### config.mk
export PLATFORM = sky130hd
export DESIGN_NAME = suca_adapter
export DESIGN_NICKNAME = d
export VERILOG_FILES = /design/src/verilog/suca_adapter.v
export VERILOG_INCLUDE_DIRS = /design/src /design/src/verilog
export SDC_FILE = /design/constraint.sdc
export NUM_CORES = 1
export LEC_CHECK = 0
export ABC_AREA = 1
export BUFFER_PORTS_ARGS = -buffer_cell sky130_fd_sc_hd__buf_2
export CORE_MARGIN = 2
export CORE_UTILIZATION = 55
export CTS_BUF_LIST = sky130_fd_sc_hd__clkbuf_8
export CTS_CLUSTER_SIZE = 16
export DETAILED_ROUTE_END_ITERATION = 8
export PLACE_DENSITY = 0.72
export SETUP_SLACK_MARGIN = 0.1
export SYNTH_ARGS = -nofsm -noshare
export SYNTH_HDL_FRONTEND = slang
export SYNTH_SLANG_ARGS = --single-unit
### constraint.sdc
create_clock -name mclk -period 2.1 [get_ports mclk]
set_input_delay 0.105 -clock mclk [delete_from_list [all_inputs] [get_ports mclk]]
set_output_delay 0.105 -clock mclk [all_outputs]
set_load 0.05 [all_outputs]
### src/verilog/suca_defines.vh
`ifndef SUCA_DEFINES_VH
`define SUCA_DEFINES_VH

// ************************************************************
// Frame layout
// ************************************************************
`define SUCA_FRAME_BYTES  12'd2430
`define SUCA_F1_INDEX     12'd270
`define SUCA_INDEX_WIDTH  12

// ************************************************************
// Octet values and buffering
// ************************************************************
`define SUCA_ALL_ONES     8'hff
`define SUCA_RESET_OCTET  8'hff
`define SUCA_OCTET_WIDTH  8
`define SUCA_FIFO_DEPTH   32
`define SUCA_FIFO_AW      5

`endif
### src/verilog/suca_adapter.v
// Contract
// RULE1: The source places each client user-channel octet, one per frame at 64 kbit/s, into the user-channel overhead byte of every frame it emits.
// RULE2: The sink takes the user-channel overhead byte out of each received frame and hands it to the client as an octet stream.
// RULE3: While the section trail fail input is high the sink raises its signal fail output and delivers all-ones within 1 ms.
// RULE4: When the alarm condition clears the sink returns to the extracted data within 1 ms.
// RULE5: The source gives the client a user-channel clock pulse once per frame, derived from the frame timing clock and start.
`timescale 1ns/1ps
`include "suca_defines.vh"

// ************************************************************
// Octet buffer
// ************************************************************
module suca_fifo #(
	parameter WIDTH = `SUCA_OCTET_WIDTH,
	parameter DEPTH = `SUCA_FIFO_DEPTH,
	parameter AW    = `SUCA_FIFO_AW
) (
	input  wire             mclk,
	input  wire             rst,
	input  wire [WIDTH-1:0] in_data,
	input  wire             in_valid,
	output reg              in_ready,
	output wire [WIDTH-1:0] out_data,
	output wire             out_valid,
	input  wire             out_ready
);
	reg [WIDTH-1:0] mem [0:DEPTH-1];
	reg [AW-1:0]    wr_ptr;
	reg [AW-1:0]    rd_ptr;
	// One bit wider than the pointers, so a full buffer and an empty one read differently.
	reg [AW:0]      count;
	reg [AW:0]      next_count;
	wire            push;
	wire            pop;

	assign out_valid = (count != {(AW+1){1'b0}});
	assign out_data  = mem[rd_ptr];
	assign push      = in_valid & in_ready;
	assign pop       = out_valid & out_ready;

	always @* begin
		next_count = count;
		if (push & ~pop) begin
			next_count = count + {{AW{1'b0}}, 1'b1};
		end else if (pop & ~push) begin
			next_count = count - {{AW{1'b0}}, 1'b1};
		end
	end

	always @(posedge mclk) begin
		if (push) begin
			mem[wr_ptr] <= in_data;
		end
	end

	always @(posedge mclk) begin
		if (rst) begin
			wr_ptr   <= {AW{1'b0}};
			rd_ptr   <= {AW{1'b0}};
			count    <= {(AW+1){1'b0}};
			in_ready <= 1'b1;
		end else begin
			if (push) begin
				wr_ptr <= wr_ptr + {{(AW-1){1'b0}}, 1'b1};
			end
			if (pop) begin
				rd_ptr <= rd_ptr + {{(AW-1){1'b0}}, 1'b1};
			end
			count    <= next_count;
			// Registered so the ready seen by the client never depends on its own valid.
			in_ready <= (next_count != DEPTH[AW:0]);
		end
	end
endmodule // suca_fifo

// ************************************************************
// User-channel adapter, source and sink
// ************************************************************
module suca_adapter (
	input  wire       mclk,
	input  wire       rst,
	input  wire [7:0] src_user_channel_data,
	input  wire       src_user_channel_valid,
	output wire       src_user_channel_ready,
	output reg        src_user_channel_clock,
	input  wire       frame_timing_clock,
	input  wire       frame_timing_start,
	output reg  [7:0] src_section_access_data,
	output reg        src_section_access_strobe,
	input  wire [7:0] snk_section_access_data,
	input  wire       snk_section_access_clock,
	input  wire       snk_section_access_frame_start,
	input  wire       section_trail_fail,
	output reg  [7:0] snk_user_channel_data,
	output reg        snk_user_channel_clock,
	output reg        snk_user_channel_signal_fail
);
	reg  [`SUCA_INDEX_WIDTH-1:0] src_count;
	wire [`SUCA_INDEX_WIDTH-1:0] src_index;
	reg  [`SUCA_INDEX_WIDTH-1:0] snk_count;
	wire [`SUCA_INDEX_WIDTH-1:0] snk_index;
	reg  [7:0]                   src_last;
	reg  [7:0]                   snk_capture;
	wire                         src_f1;
	wire                         snk_f1;
	reg                          src_locked;
	reg                          snk_locked;
	wire [7:0]                   fifo_data;
	wire                         fifo_valid;

	// ************************************************************
	// Source side
	// ************************************************************
	assign src_index = frame_timing_start ? {`SUCA_INDEX_WIDTH{1'b0}} : src_count;
	assign src_f1    = frame_timing_clock & src_locked & (src_index == `SUCA_F1_INDEX);

	// The buffer's own ready goes straight out, so what the client sees is exactly what the buffer takes.
	suca_fifo #(
		.WIDTH (`SUCA_OCTET_WIDTH),
		.DEPTH (`SUCA_FIFO_DEPTH),
		.AW    (`SUCA_FIFO_AW)
	) u_fifo (
		.mclk      (mclk),
		.rst       (rst),
		.in_data   (src_user_channel_data),
		.in_valid  (src_user_channel_valid),
		.in_ready  (src_user_channel_ready),
		.out_data  (fifo_data),
		.out_valid (fifo_valid),
		.out_ready (src_f1)
	);

	always @(posedge mclk) begin
		if (rst) begin
			src_count                 <= {`SUCA_INDEX_WIDTH{1'b0}};
			src_last                  <= `SUCA_RESET_OCTET;
			src_section_access_data   <= `SUCA_RESET_OCTET;
			src_section_access_strobe <= 1'b0;
			src_user_channel_clock    <= 1'b0;
		end else begin
			// The pulse leads the slot by 270 byte times, about a ninth of a frame, giving the client time to offer its octet.
			src_user_channel_clock    <= frame_timing_clock & frame_timing_start; // see RULE5
			src_section_access_strobe <= src_f1; // see RULE1
			if (frame_timing_clock) begin
				if (src_index == `SUCA_FRAME_BYTES - 12'd1) begin
					src_count <= {`SUCA_INDEX_WIDTH{1'b0}};
				end else begin
					src_count <= src_index + 12'd1;
				end
			end
			// An empty buffer at the slot repeats the last octet, as an octet slip would.
			if (src_f1) begin
				if (fifo_valid) begin
					src_section_access_data <= fifo_data; // see RULE1
					src_last                <= fifo_data;
				end else begin
					src_section_access_data <= src_last;
				end
			end
		end
	end

	// ************************************************************
	// Frame alignment
	// ************************************************************
	// Both byte counters start from zero at reset, which need not match
	// the frame phase of the incoming timing.
	// No slot is acted on until a frame start has been seen on that side,
	// so the first partial frame after reset neither inserts nor extracts
	// an octet at the wrong byte.
	always @(posedge mclk) begin
		if (rst) begin
			src_locked <= 1'b0;
			snk_locked <= 1'b0;
		end else begin
			if (frame_timing_clock & frame_timing_start) begin
				src_locked <= 1'b1;
			end
			if (snk_section_access_clock & snk_section_access_frame_start) begin
				snk_locked <= 1'b1;
			end
		end
	end

	// ************************************************************
	// Sink side
	// ************************************************************
	assign snk_index = snk_section_access_frame_start ? {`SUCA_INDEX_WIDTH{1'b0}} : snk_count;
	assign snk_f1    = snk_section_access_clock & snk_locked & (snk_index == `SUCA_F1_INDEX);

	always @(posedge mclk) begin
		if (rst) begin
			snk_count                    <= {`SUCA_INDEX_WIDTH{1'b0}};
			snk_capture                  <= `SUCA_RESET_OCTET;
			snk_user_channel_data        <= `SUCA_RESET_OCTET;
			snk_user_channel_clock       <= 1'b0;
			snk_user_channel_signal_fail <= 1'b0;
		end else begin
			if (snk_section_access_clock) begin
				if (snk_index == `SUCA_FRAME_BYTES - 12'd1) begin
					snk_count <= {`SUCA_INDEX_WIDTH{1'b0}};
				end else begin
					snk_count <= snk_index + 12'd1;
				end
			end
			// The capture holds the last extracted octet, so normal data returns right after the fail input drops.
			if (snk_f1) begin
				snk_capture <= snk_section_access_data; // see RULE2
			end
			snk_user_channel_clock       <= snk_f1; // see RULE2
			snk_user_channel_signal_fail <= section_trail_fail; // see RULE3
			// The fail input acts at once rather than at the next frame, well inside the allowed delay.
			if (section_trail_fail) begin
				snk_user_channel_data <= `SUCA_ALL_ONES; // see RULE3
			end else if (snk_f1) begin
				snk_user_channel_data <= snk_section_access_data; // see RULE2
			end else begin
				snk_user_channel_data <= snk_capture; // see RULE4
			end
		end
	end
endmodule // suca_adapter

# [After elaboration in Yosys (flattened, before gate mapping)]
# Memory sizes are Yosys's and may differ from the RTL's. A register that Yosys moved wholly into a read port is not among the register bits.
# Cells that the tools add are included.
[classes] add_sub_neg=6 eq_ne=5 n_mux=9 n_bitwise=12 reduce_logical=3
[ops] op="12-bit 2-to-1 mux" n=4
[ops] op="12-bit by 1-bit adder with 12-bit output, second input constant" n=2
[ops] op="12-bit equality test, second input constant" n=2
[ops] op="12-bit by 9-bit equality test with 1-bit output, second input constant" n=2
[ops] op="6-bit 2-to-1 mux" n=2
[ops] op="5-bit by 1-bit adder with 5-bit output, second input constant" n=2
[ops] op="1-bit AND" n=10
[ops] op="8-bit 2-to-1 mux" n=1
[ops] op="6-bit by 1-bit adder with 6-bit output, second input constant" n=1
[ops] op="6-bit != test, second input constant" n=1
[ops] op="6-bit nonzero test" n=1
[ops] op="6-bit by 1-bit subtractor with 6-bit output, second input constant" n=1
[ops] op="1-bit 2-to-1 mux" n=2
[ops] op="1-bit inverter" n=2
[ops] op="2-bit AND reduction" n=1
[ops] op="2-bit OR reduction" n=1
[word_totals] ff_bits=63 mem_bits_rw=256 output_inout_bits=21 mem_count=1
[memory_table] name="u_fifo.mem" depth=32 width=8 read_ports=1 rd_ports_with_merged_regs=1 wr=1 line="suca_adapter.v:27" text="reg [WIDTH-1:0] mem [0:DEPTH-1];"

# [Longest topological paths before layout]
# Gate-level depths: netlist of run 1.
[logic_depth] word_depth=8 ltp_mapped=17 ltp_nobuf=17

# [Hierarchy]
# A second synthesis of run 1 with hierarchy kept.
[hier_totals] hier_cells=1311 hier_area_um2=14337.5
[modules_own_cells] mod="suca_fifo" instances=1 cells_per_inst=906 area_per_inst_um2=11584.9 seq_area_each_um2=8127.8
[modules_own_cells] mod="suca_adapter" instances=1 cells_per_inst=405 area_per_inst_um2=2752.6 seq_area_each_um2=1081.0

# [Least setup slack after synthesis of run 1]
# Ideal clock, no wire load.
[synth_timing] path_type="reg2reg" startpoint="register u_fifo.in_ready" endpoint="memory u_fifo.mem[15][0] (netlist bit) (enable)" setup_time_ps=383 arrival_ps=1986 setup_slack_ps=-269 stages_incl_launch_ff=6 synth_period_minus_slack_ps=2369 path_cell_list="dfxtp_1 nand2_1 inv_1 buf_2 nand3_1 nor3_1"
[synth_between] elab_chain_cells=3
[synth_lines] element="from (decl)" line="suca_adapter.v:22" text="output reg in_ready,"
[synth_lines] element="from (signal assigned)" line="suca_adapter.v:71" text="in_ready <= (next_count != DEPTH[AW:0]);"
[synth_lines] element="1-bit AND" line="suca_adapter.v:38" text="assign push = in_valid & in_ready;"
[synth_lines] element="1-bit 2-to-1 mux" line="suca_adapter.v:51" text="if (push) begin"
[synth_lines] element="1-bit 2-to-1 mux (not written as such)" line="suca_adapter.v:52" text="mem[wr_ptr] <= in_data;"
[synth_lines] element="to (decl)" line="suca_adapter.v:27"
# Every way passes these cells.

==> flow_summary.json, run 1 <==
{
  "synth_edf_count": 256,
  "ys_types": 40,
  "routed_wirelength_um": 31960,
  "drtIter0Drc": 934,
  "globalplace.congestion": 0.9279,
  "synth_area_mm2": 0.01354,
  "grt_usage_pct": 25.12,
  "post-route-period-util_pct": 89.82,
  "grt_max_degree": 67,
  "hold_depth": 1,
  "cap_violations": 0,
  "ys_dominant_reg_cell": "edfxtp_1",
  "num_io_pins": 45,
  "clock-sinks": 327,
  "dp.cells": 1579,
  "core_mm2": 0.02425,
  "nets": 1365,
  "num_vias": 9647,
  "wl_per_cell_um": 18.88,
  "diodes": 0,
  "synth_area_leaders": "edfxtp_1 57%, dfxtp_1 10%, nor2_1 6.0%",
  "syn_nets": 1279,
  "ant_nets": 0,
  "finalWorstSetupSlack_ns": 0.2139,
  "ys_ff_latch": 327,
  "grt_pass1_vias": 9202,
  "final_hold_viol_count": 0,
  "rows": 57,
  "synth_warnings": 0,
  "clockRootBuffer": "clkbuf_8",
  "clock_latency_ns": 0.58,
  "antenna_found_initial": 0,
  "setup.worst_path.start_class": "flop",
  "start_util_pct": 55.84,
  "fin_cells": 1693,
  "post-route-min-period_ns": 1.886,
  "drtPass1Iterations": 5,
  "clkTransAtPathRegs_ns": 0.07,
  "hold_class": "in -> reg",
  "setup_violations": 0,
  "htree_levels": 2,
  "yosys.area.top_type": "edfxtp_1",
  "ys_seq_area_share_pct": 67.28,
  "die_y_um": 160.9,
  "final_common_cell": "edfxtp_1",
  "viasPerCell": 5.698,
  "power_density_mw_per_mm2": 799.8,
  "fp.dieArea_mm2": 0.02589,
  "ys_async_sr_fraction_pct": 0,
  "dp_hpwl_um": 19810,
  "cts_buffer_depth": 3,
  "cp_data_required_time_ns": 2.60,
  "relSlewSlack_pct": 39.65,
  "layout-drive-gt1-share_pct": 16.29,
  "grt_pass1_wl_um": 50580,
  "numPortBuffers": 44,
  "timing.fmax_ghz": 0.5302,
  "die_w_um": 160.9,
  "ir_drop_uv": 630.8,
  "grt_overflow": 0,
  "final_cell_mix": "256 x edfxtp_1, 184 x nor2_1, 162 x nand2_1",
  "path_class": "reg -> reg",
  "rsz0062_at_grt": "yes",
  "worstRegToRegCells": 6,
  "skew_ns": 0.01998,
  "outcome": "completed",
  "cts_tree": "built",
  "tightest_slew_ns": 0.9019,
  "place_ws_ns": 0.1233,
  "area_growth_pct": 14.45,
  "yosysTopAreaCellShare_pct": 56.78,
  "cp_max_fo": 10,
  "fin_tns_setup_ns": 0,
  "post-route-drc-count": 0,
  "end_kind": "flop",
  "synth_cells": 1241,
  "postSynthAreaPerCell_um2": 10.91,
  "drv_slew": 0,
  "cts-buffers-inserted": 51,
  "leakagePower_uw": 0.005437,
  "critical_path_arrival_ns": 2.39
}
-- per-stage QoR --
stage | total power, uW | utilization [%] | hold slack, ns | area, um2
after floorplan | 7360 | - | 0.2039 | 13630
after global placement | 7535 | 59.05 | 0.3186 | 14320
after detailed placement | 7546 | 59.05 | 0.3212 | 14320
after CTS | 12460 | 63.64 | 0.03406 | 15430
after global routing | 12800 | 63.91 | 0.07924 | 15500
final | 12390 | 63.91 | 0.06895 | 15500
-- path summary, 6_finish.rpt --
check	startpoint	end	slack, ns
setup / recovery	u_fifo.rd_ptr[2]	src_last[3]	0.21
hold / removal	src_user_channel_data[1]	u_fifo.mem[14][1]	0.07
setup reg to reg	u_fifo.rd_ptr[2]	src_last[3]	0.21
hold reg to reg	snk_capture[4]	snk_user_channel_data[4]	0.45
-- state kept, by name (all words and copies together) (netlist names), 5 cells and up --
name,count
src_count,12
u_fifo.wr_ptr,5
src_last,8
u_fifo.mem,256
snk_user_channel_data,8
u_fifo.count,6
u_fifo.rd_ptr,5
snk_count,12
snk_capture,8
-- cell usage after synthesis, types with 2 or more instances --
| master | n |
|---|---|
| clkbuf_1 | 49 |
| nor2_2 | 4 |
| nand2_4 | 2 |
| nor2_1 | 218 |
| clkinv_1 | 2 |
| xnor2_1 | 3 |
| o21ai_0 | 139 |
| ha_1 | 14 |
| nand3_1 | 57 |
| buf_1 | 6 |
| nand2_2 | 2 |
| a21oi_1 | 44 |
| edfxtp_1 | 256 |
| nor3_1 | 5 |
| dfxtp_1 | 71 |
| inv_2 | 5 |
| nand4_1 | 20 |
| nand3b_1 | 2 |
| or2_2 | 3 |
| nor2_4 | 2 |
| xor2_1 | 10 |
| nand3_2 | 3 |
| o211ai_1 | 22 |
| mux2i_1 | 7 |
| nand2_1 | 163 |
| o21ai_1 | 4 |
| nor3_2 | 3 |
| nor4_1 | 4 |
| buf_2 | 7 |
| o22ai_1 | 41 |
| o221ai_1 | 10 |
| inv_1 | 55 |
-- final cells by class --
class / count / area, um2
sequential: 327 / 9120
multi-input combinational: 789 / 4064
timing repair buffer: 96 / 714.4
clock inverter: 40 / 197.7
tap: 324 / 405.4
inverter: 62 / 237.7
fill: 1930 / 8752
clock buffer: 55 / 757.0
-- critical path, stage by stage (launching register included) --
cell	delay [ns]
dfxtp_1	0.53
clkinv_1	0.53
o211ai_1	0.33
nand3_1	0.18
nand3_1	0.12
nand3_1	0.08
nand2_1	0.07
-- cell families after synthesis --
group                    synth area share, %
AND/OR/NAND/NOR                        15.44
flip-flops                             67.28
AO/OA/AOI/OAI                          11.04
buffers and inverters                  3.586
adder cells (fa/ha/maj)                1.294
XOR/XNOR                              0.8410
multiplexers                          0.5175
-- layer usage --
layer,track usage (%),vias to the layer above,wire length (um)
met3,4.442,60,2222
met2,39.78,342,15020
met1,35.57,4658,13960
li1,-,4587,-
met5,0,-,0
met4,8.482,0,756
-- report_power, final --
group / switching, uW / internal, uW
registers: 27.1 / 7020
logic: 287 / 108
clock network: 2400 / 2550
total: 2720 / 9680
-- what timing repair did --
item,in CTS,in global routing
hold buffers,15,0
pin swaps,0,6
endpoints found under the setup margin,1,18
gates resized for setup,2,16
endpoints found under the hold margin,26,0
setup buffers,0,4
No activity file was read; power rests on OpenSTA's default activity.
==> inputs of run 2 (changes only) <==
- ABC_AREA: 1 -> default
- BUFFER_PORTS_ARGS: -buffer_cell sky130_fd_sc_hd__buf_2 -> -buffer_cell sky130_fd_sc_hd__buf_4
==> run 2 against run 1 <==
Net effect:
- the run now ends with negative setup slack left
- global-route usage is 1.6 points lower
- sequential share of layout area down 2.4 points
- final area rose by 4.4%
- largest cell class unchanged
- highest routed layer unchanged
- clock power is essentially flat
==> flow_summary.json, run 2 <==
{
  "outcome": "complete, but fails checks",
  "violations": "negative setup slack",
  "layout-drive-gt1-share_pct": 36.45,
  "top_usage_layer": "met2",
  "grtUsageMet3_pct": 4.038,
  "end_kind": "flop",
  "place_area_mm2": 0.01441,
  "fillers": 1556,
  "viasPerCell": 5.944,
  "critical_path_arrival_ns": 2.52,
  "synth_area_leaders": "edfxtp_1 58%, mux4_2 12%, dfxtp_1 11%",
  "fp.dieArea_mm2": 0.02536,
  "hold_path_end": "snk_locked",
  "routed_wirelength_um": 30230,
  "crit_slowest_cell": "or3_1",
  "num_vias": 8060,
  "synth_warnings": 0,
  "post-route-period-util_pct": 100.3,
  "ys_ff_latch": 327,
  "grt_max_degree": 66,
  "grt_overflow": 0,
  "path_class": "reg -> reg",
  "p_clk_share_pct": 39.5,
  "finalWorstSetupSlack_ns": -0.006938,
  "utilization_pct": 68.73,
  "reg2reg_from": "src_count[1]",
  "seqPwrFrac_pct": 56.3,
  "clock-sinks": 327,
  "ant_nets": 0,
  "p_sw_uw": 2714,
  "syn_nets": 870,
  "post-route-min-period_ns": 2.107,
  "cp_slowest_stage_delay_ns": 0.36,
  "internal_power_uw": 9789,
  "yosys.area.top_type": "edfxtp_1",
  "ys_types": 62,
  "ys_seq_area_share_pct": 68.72,
  "start_util_pct": 56.30,
  "fin_area_mm2": 0.01618,
  "synth_edf_count": 256,
  "clkTransAtPathRegs_ns": 0.06,
  "synth_cells": 832,
  "setup_violations": 1,
  "setup.worst_path.start_class": "flop",
  "antenna_found_initial": 0,
  "grt_pass1_vias": 8163,
  "timing.fmax_ghz": 0.4746,
  "cts-buffers-inserted": 51,
  "use_met2_pct": 39.82,
  "skew_ns": 0.02347,
  "min-delay-start": "rst",
  "cp_data_required_time_ns": 2.51,
  "largest_reg_flops": 256,
  "ys_dominant_reg_cell": "edfxtp_1",
  "final_common_cell": "edfxtp_1",
  "grt_usage_pct": 23.50,
  "rows": 56,
  "drv_slew": 0,
  "worstRegToRegCells": 8,
  "num_io_pins": 45,
  "area_growth_pct": 22.08,
  "die_y_um": 159.2,
  "yosysTopAreaCellShare_pct": 58.00,
  "swShare_pct": 21.71,
  "synth_area_mm2": 0.01326,
  "post-route-drc-count": 0,
  "clock_latency_ns": 0.57,
  "ir_drop_uv": 596.4,
  "clockRootBuffer": "clkbuf_8",
  "drtIter0Drc": 815,
  "cap_violations": 0,
  "leakagePower_uw": 0.005366,
  "power_density_mw_per_mm2": 772.7,
  "wl_per_cell_um": 22.29,
  "diodes": 0,
  "hold_depth": 2,
  "synth_common_cells": "256 x edfxtp_1, 71 x dfxtp_1, 71 x mux4_2",
  "core_mm2": 0.02354,
  "cts_tree": "built",
  "combPwrFrac_pct": 4.2,
  "synth_most_common_cell": "edfxtp_1",
  "tightest_slew_ns": 1.025,
  "regMostFlops": "u_fifo.mem",
  "final_hold_viol_count": 0,
  "reg_top3": "u_fifo.mem (256), snk_count (12), src_count (12)",
  "die_w_um": 159.2,
  "timing.rr.end": "u_fifo.in_ready",
  "hold_class": "in -> reg",
  "gr-usage-met1_pct": 31.56,
  "htree_levels": 2,
  "worstPathCellList": "nor2b_4 > ha_1 > and3_1 > o211ai_1 > o211a_1 > or3_1 > a21oi_1 > nand4_1",
  "crit_start": "src_count[1]",
  "cp_max_fo": 5,
  "final_cell_mix": "256 x edfxtp_1, 117 x buf_4, 71 x mux4_2",
  "grt_pass1_wl_um": 45880,
  "relSlewSlack_pct": 31.57,
  "cts_buffer_depth": 3,
  "ys_async_sr_fraction_pct": 0,
  "dp_hpwl_um": 18310,
  "drtPass1Iterations": 5,
  "nets": 1034,
  "numPortBuffers": 44,
  "reg2reg_slack_ns": -0.007,
  "globalplace.congestion": 0.8238,
  "postSynthAreaPerCell_um2": 15.93,
  "rsz0062_at_grt": "yes"
}
[run 2: cell count changes after synthesis, sizes merged, moves of 18 or more]
cell    delta
mux4      +71
nand2    -127
inv       -45
nor2b     +21
o21ai    -123
o211ai    -18
nand3     -46
o22ai     -36
nor2     -154
clkbuf    -26
[run 2: cell type report]
| cell class | instances | area (um2) | share of cell area [%] |
|---|---|---|---|
| Sequential cell | 327 | 9128 | 56.41 |
| Multi-Input combinational cell | 446 | 4255 | 26.30 |
| Timing Repair Buffer | 155 | 1388 | 8.575 |
| Clock buffer | 56 | 770.7 | 4.763 |
| Tap cell | 319 | 399.1 | 2.467 |
| Clock inverter | 38 | 180.2 | 1.113 |
| Inverter | 15 | 61.31 | 0.3789 |
[run 2: metal layers]
metal  wire [um]  up-vias
met5           0        -
met4         679        0
met3        1892       54
met2       15250      311
met1       12400     4089
li1            -     3606
[run 2: worst max-delay path by stage]
| stage | end | cells past startpoint | slack, ns |
|---|---|---|---|
| 3_5_place_dp | src_last[7] | 8 | -0.1 |
| 3_3_place_gp | src_last[4] | 7 | 0.02 |
| 4_1_cts | u_fifo.in_ready | 8 | 0.04 |
| 5_1_grt | u_fifo.in_ready | 8 | -0.11 |
| 2_1_floorplan | src_last[6] | 9 | 0.04 |
| 6_report | u_fifo.in_ready | 8 | -0.007 |
[run 2: worst max-delay path, delay by kind of cell (launching register included)]
family | cells | cell delay, ns
compound gates | 3 | 0.69
fa+ha+maj | 1 | 0.15
flops | 1 | 0.34
simple gates | 4 | 0.78
[run 2: through the flow]
step	power (uW)	TNS (ns)	hold slack (ns)	setup WS, ns	instances
floorplan	7393	0	0.2039	0.03909	832
global placement	7580	0	0.3263	0.02090	1214
detailed placement	7610	-0.3143	0.3317	-0.09737	1214
CTS	12560	0	0.04435	0.03875	1343
global route	12920	-0.5311	0.07067	-0.1082	1356
finish	12500	-0.006938	0.08310	-0.006938	1356
[run 2: kinds of logic after synthesis]
group / synth area share (%)
multiplexers: 12.90
adder cells (fa/ha/maj): 1.397
flip-flops: 68.72
AO/OA/AOI/OAI: 5.834
AND/OR/NAND/NOR: 8.411
buffers and inverters: 2.011
XOR/XNOR: 0.7268
[run 2: repair_timing]
| item | in CTS | in global routing |
|---|---|---|
| setup endpoints to repair | 52 | 131 |
| hold endpoints to repair | 294 | 0 |
| setup buffers | 12 | 11 |
| pin swaps | 7 | 40 |
| gates resized for setup | 21 | 66 |
| hold buffers | 21 | 0 |
| gates cloned | 2 | 2 |
[run 2: power by group through the flow]
stage / clock [uW] / combinational, uW / sequential [uW]
after CTS: 5030 / 485 / 7040
after global routing: 5320 / 562 / 7040
after global placement: 0 / 406 / 7170
after floorplan: 0 / 209 / 7180
final: 4940 / 522 / 7040
after detailed placement: 0 / 431 / 7180
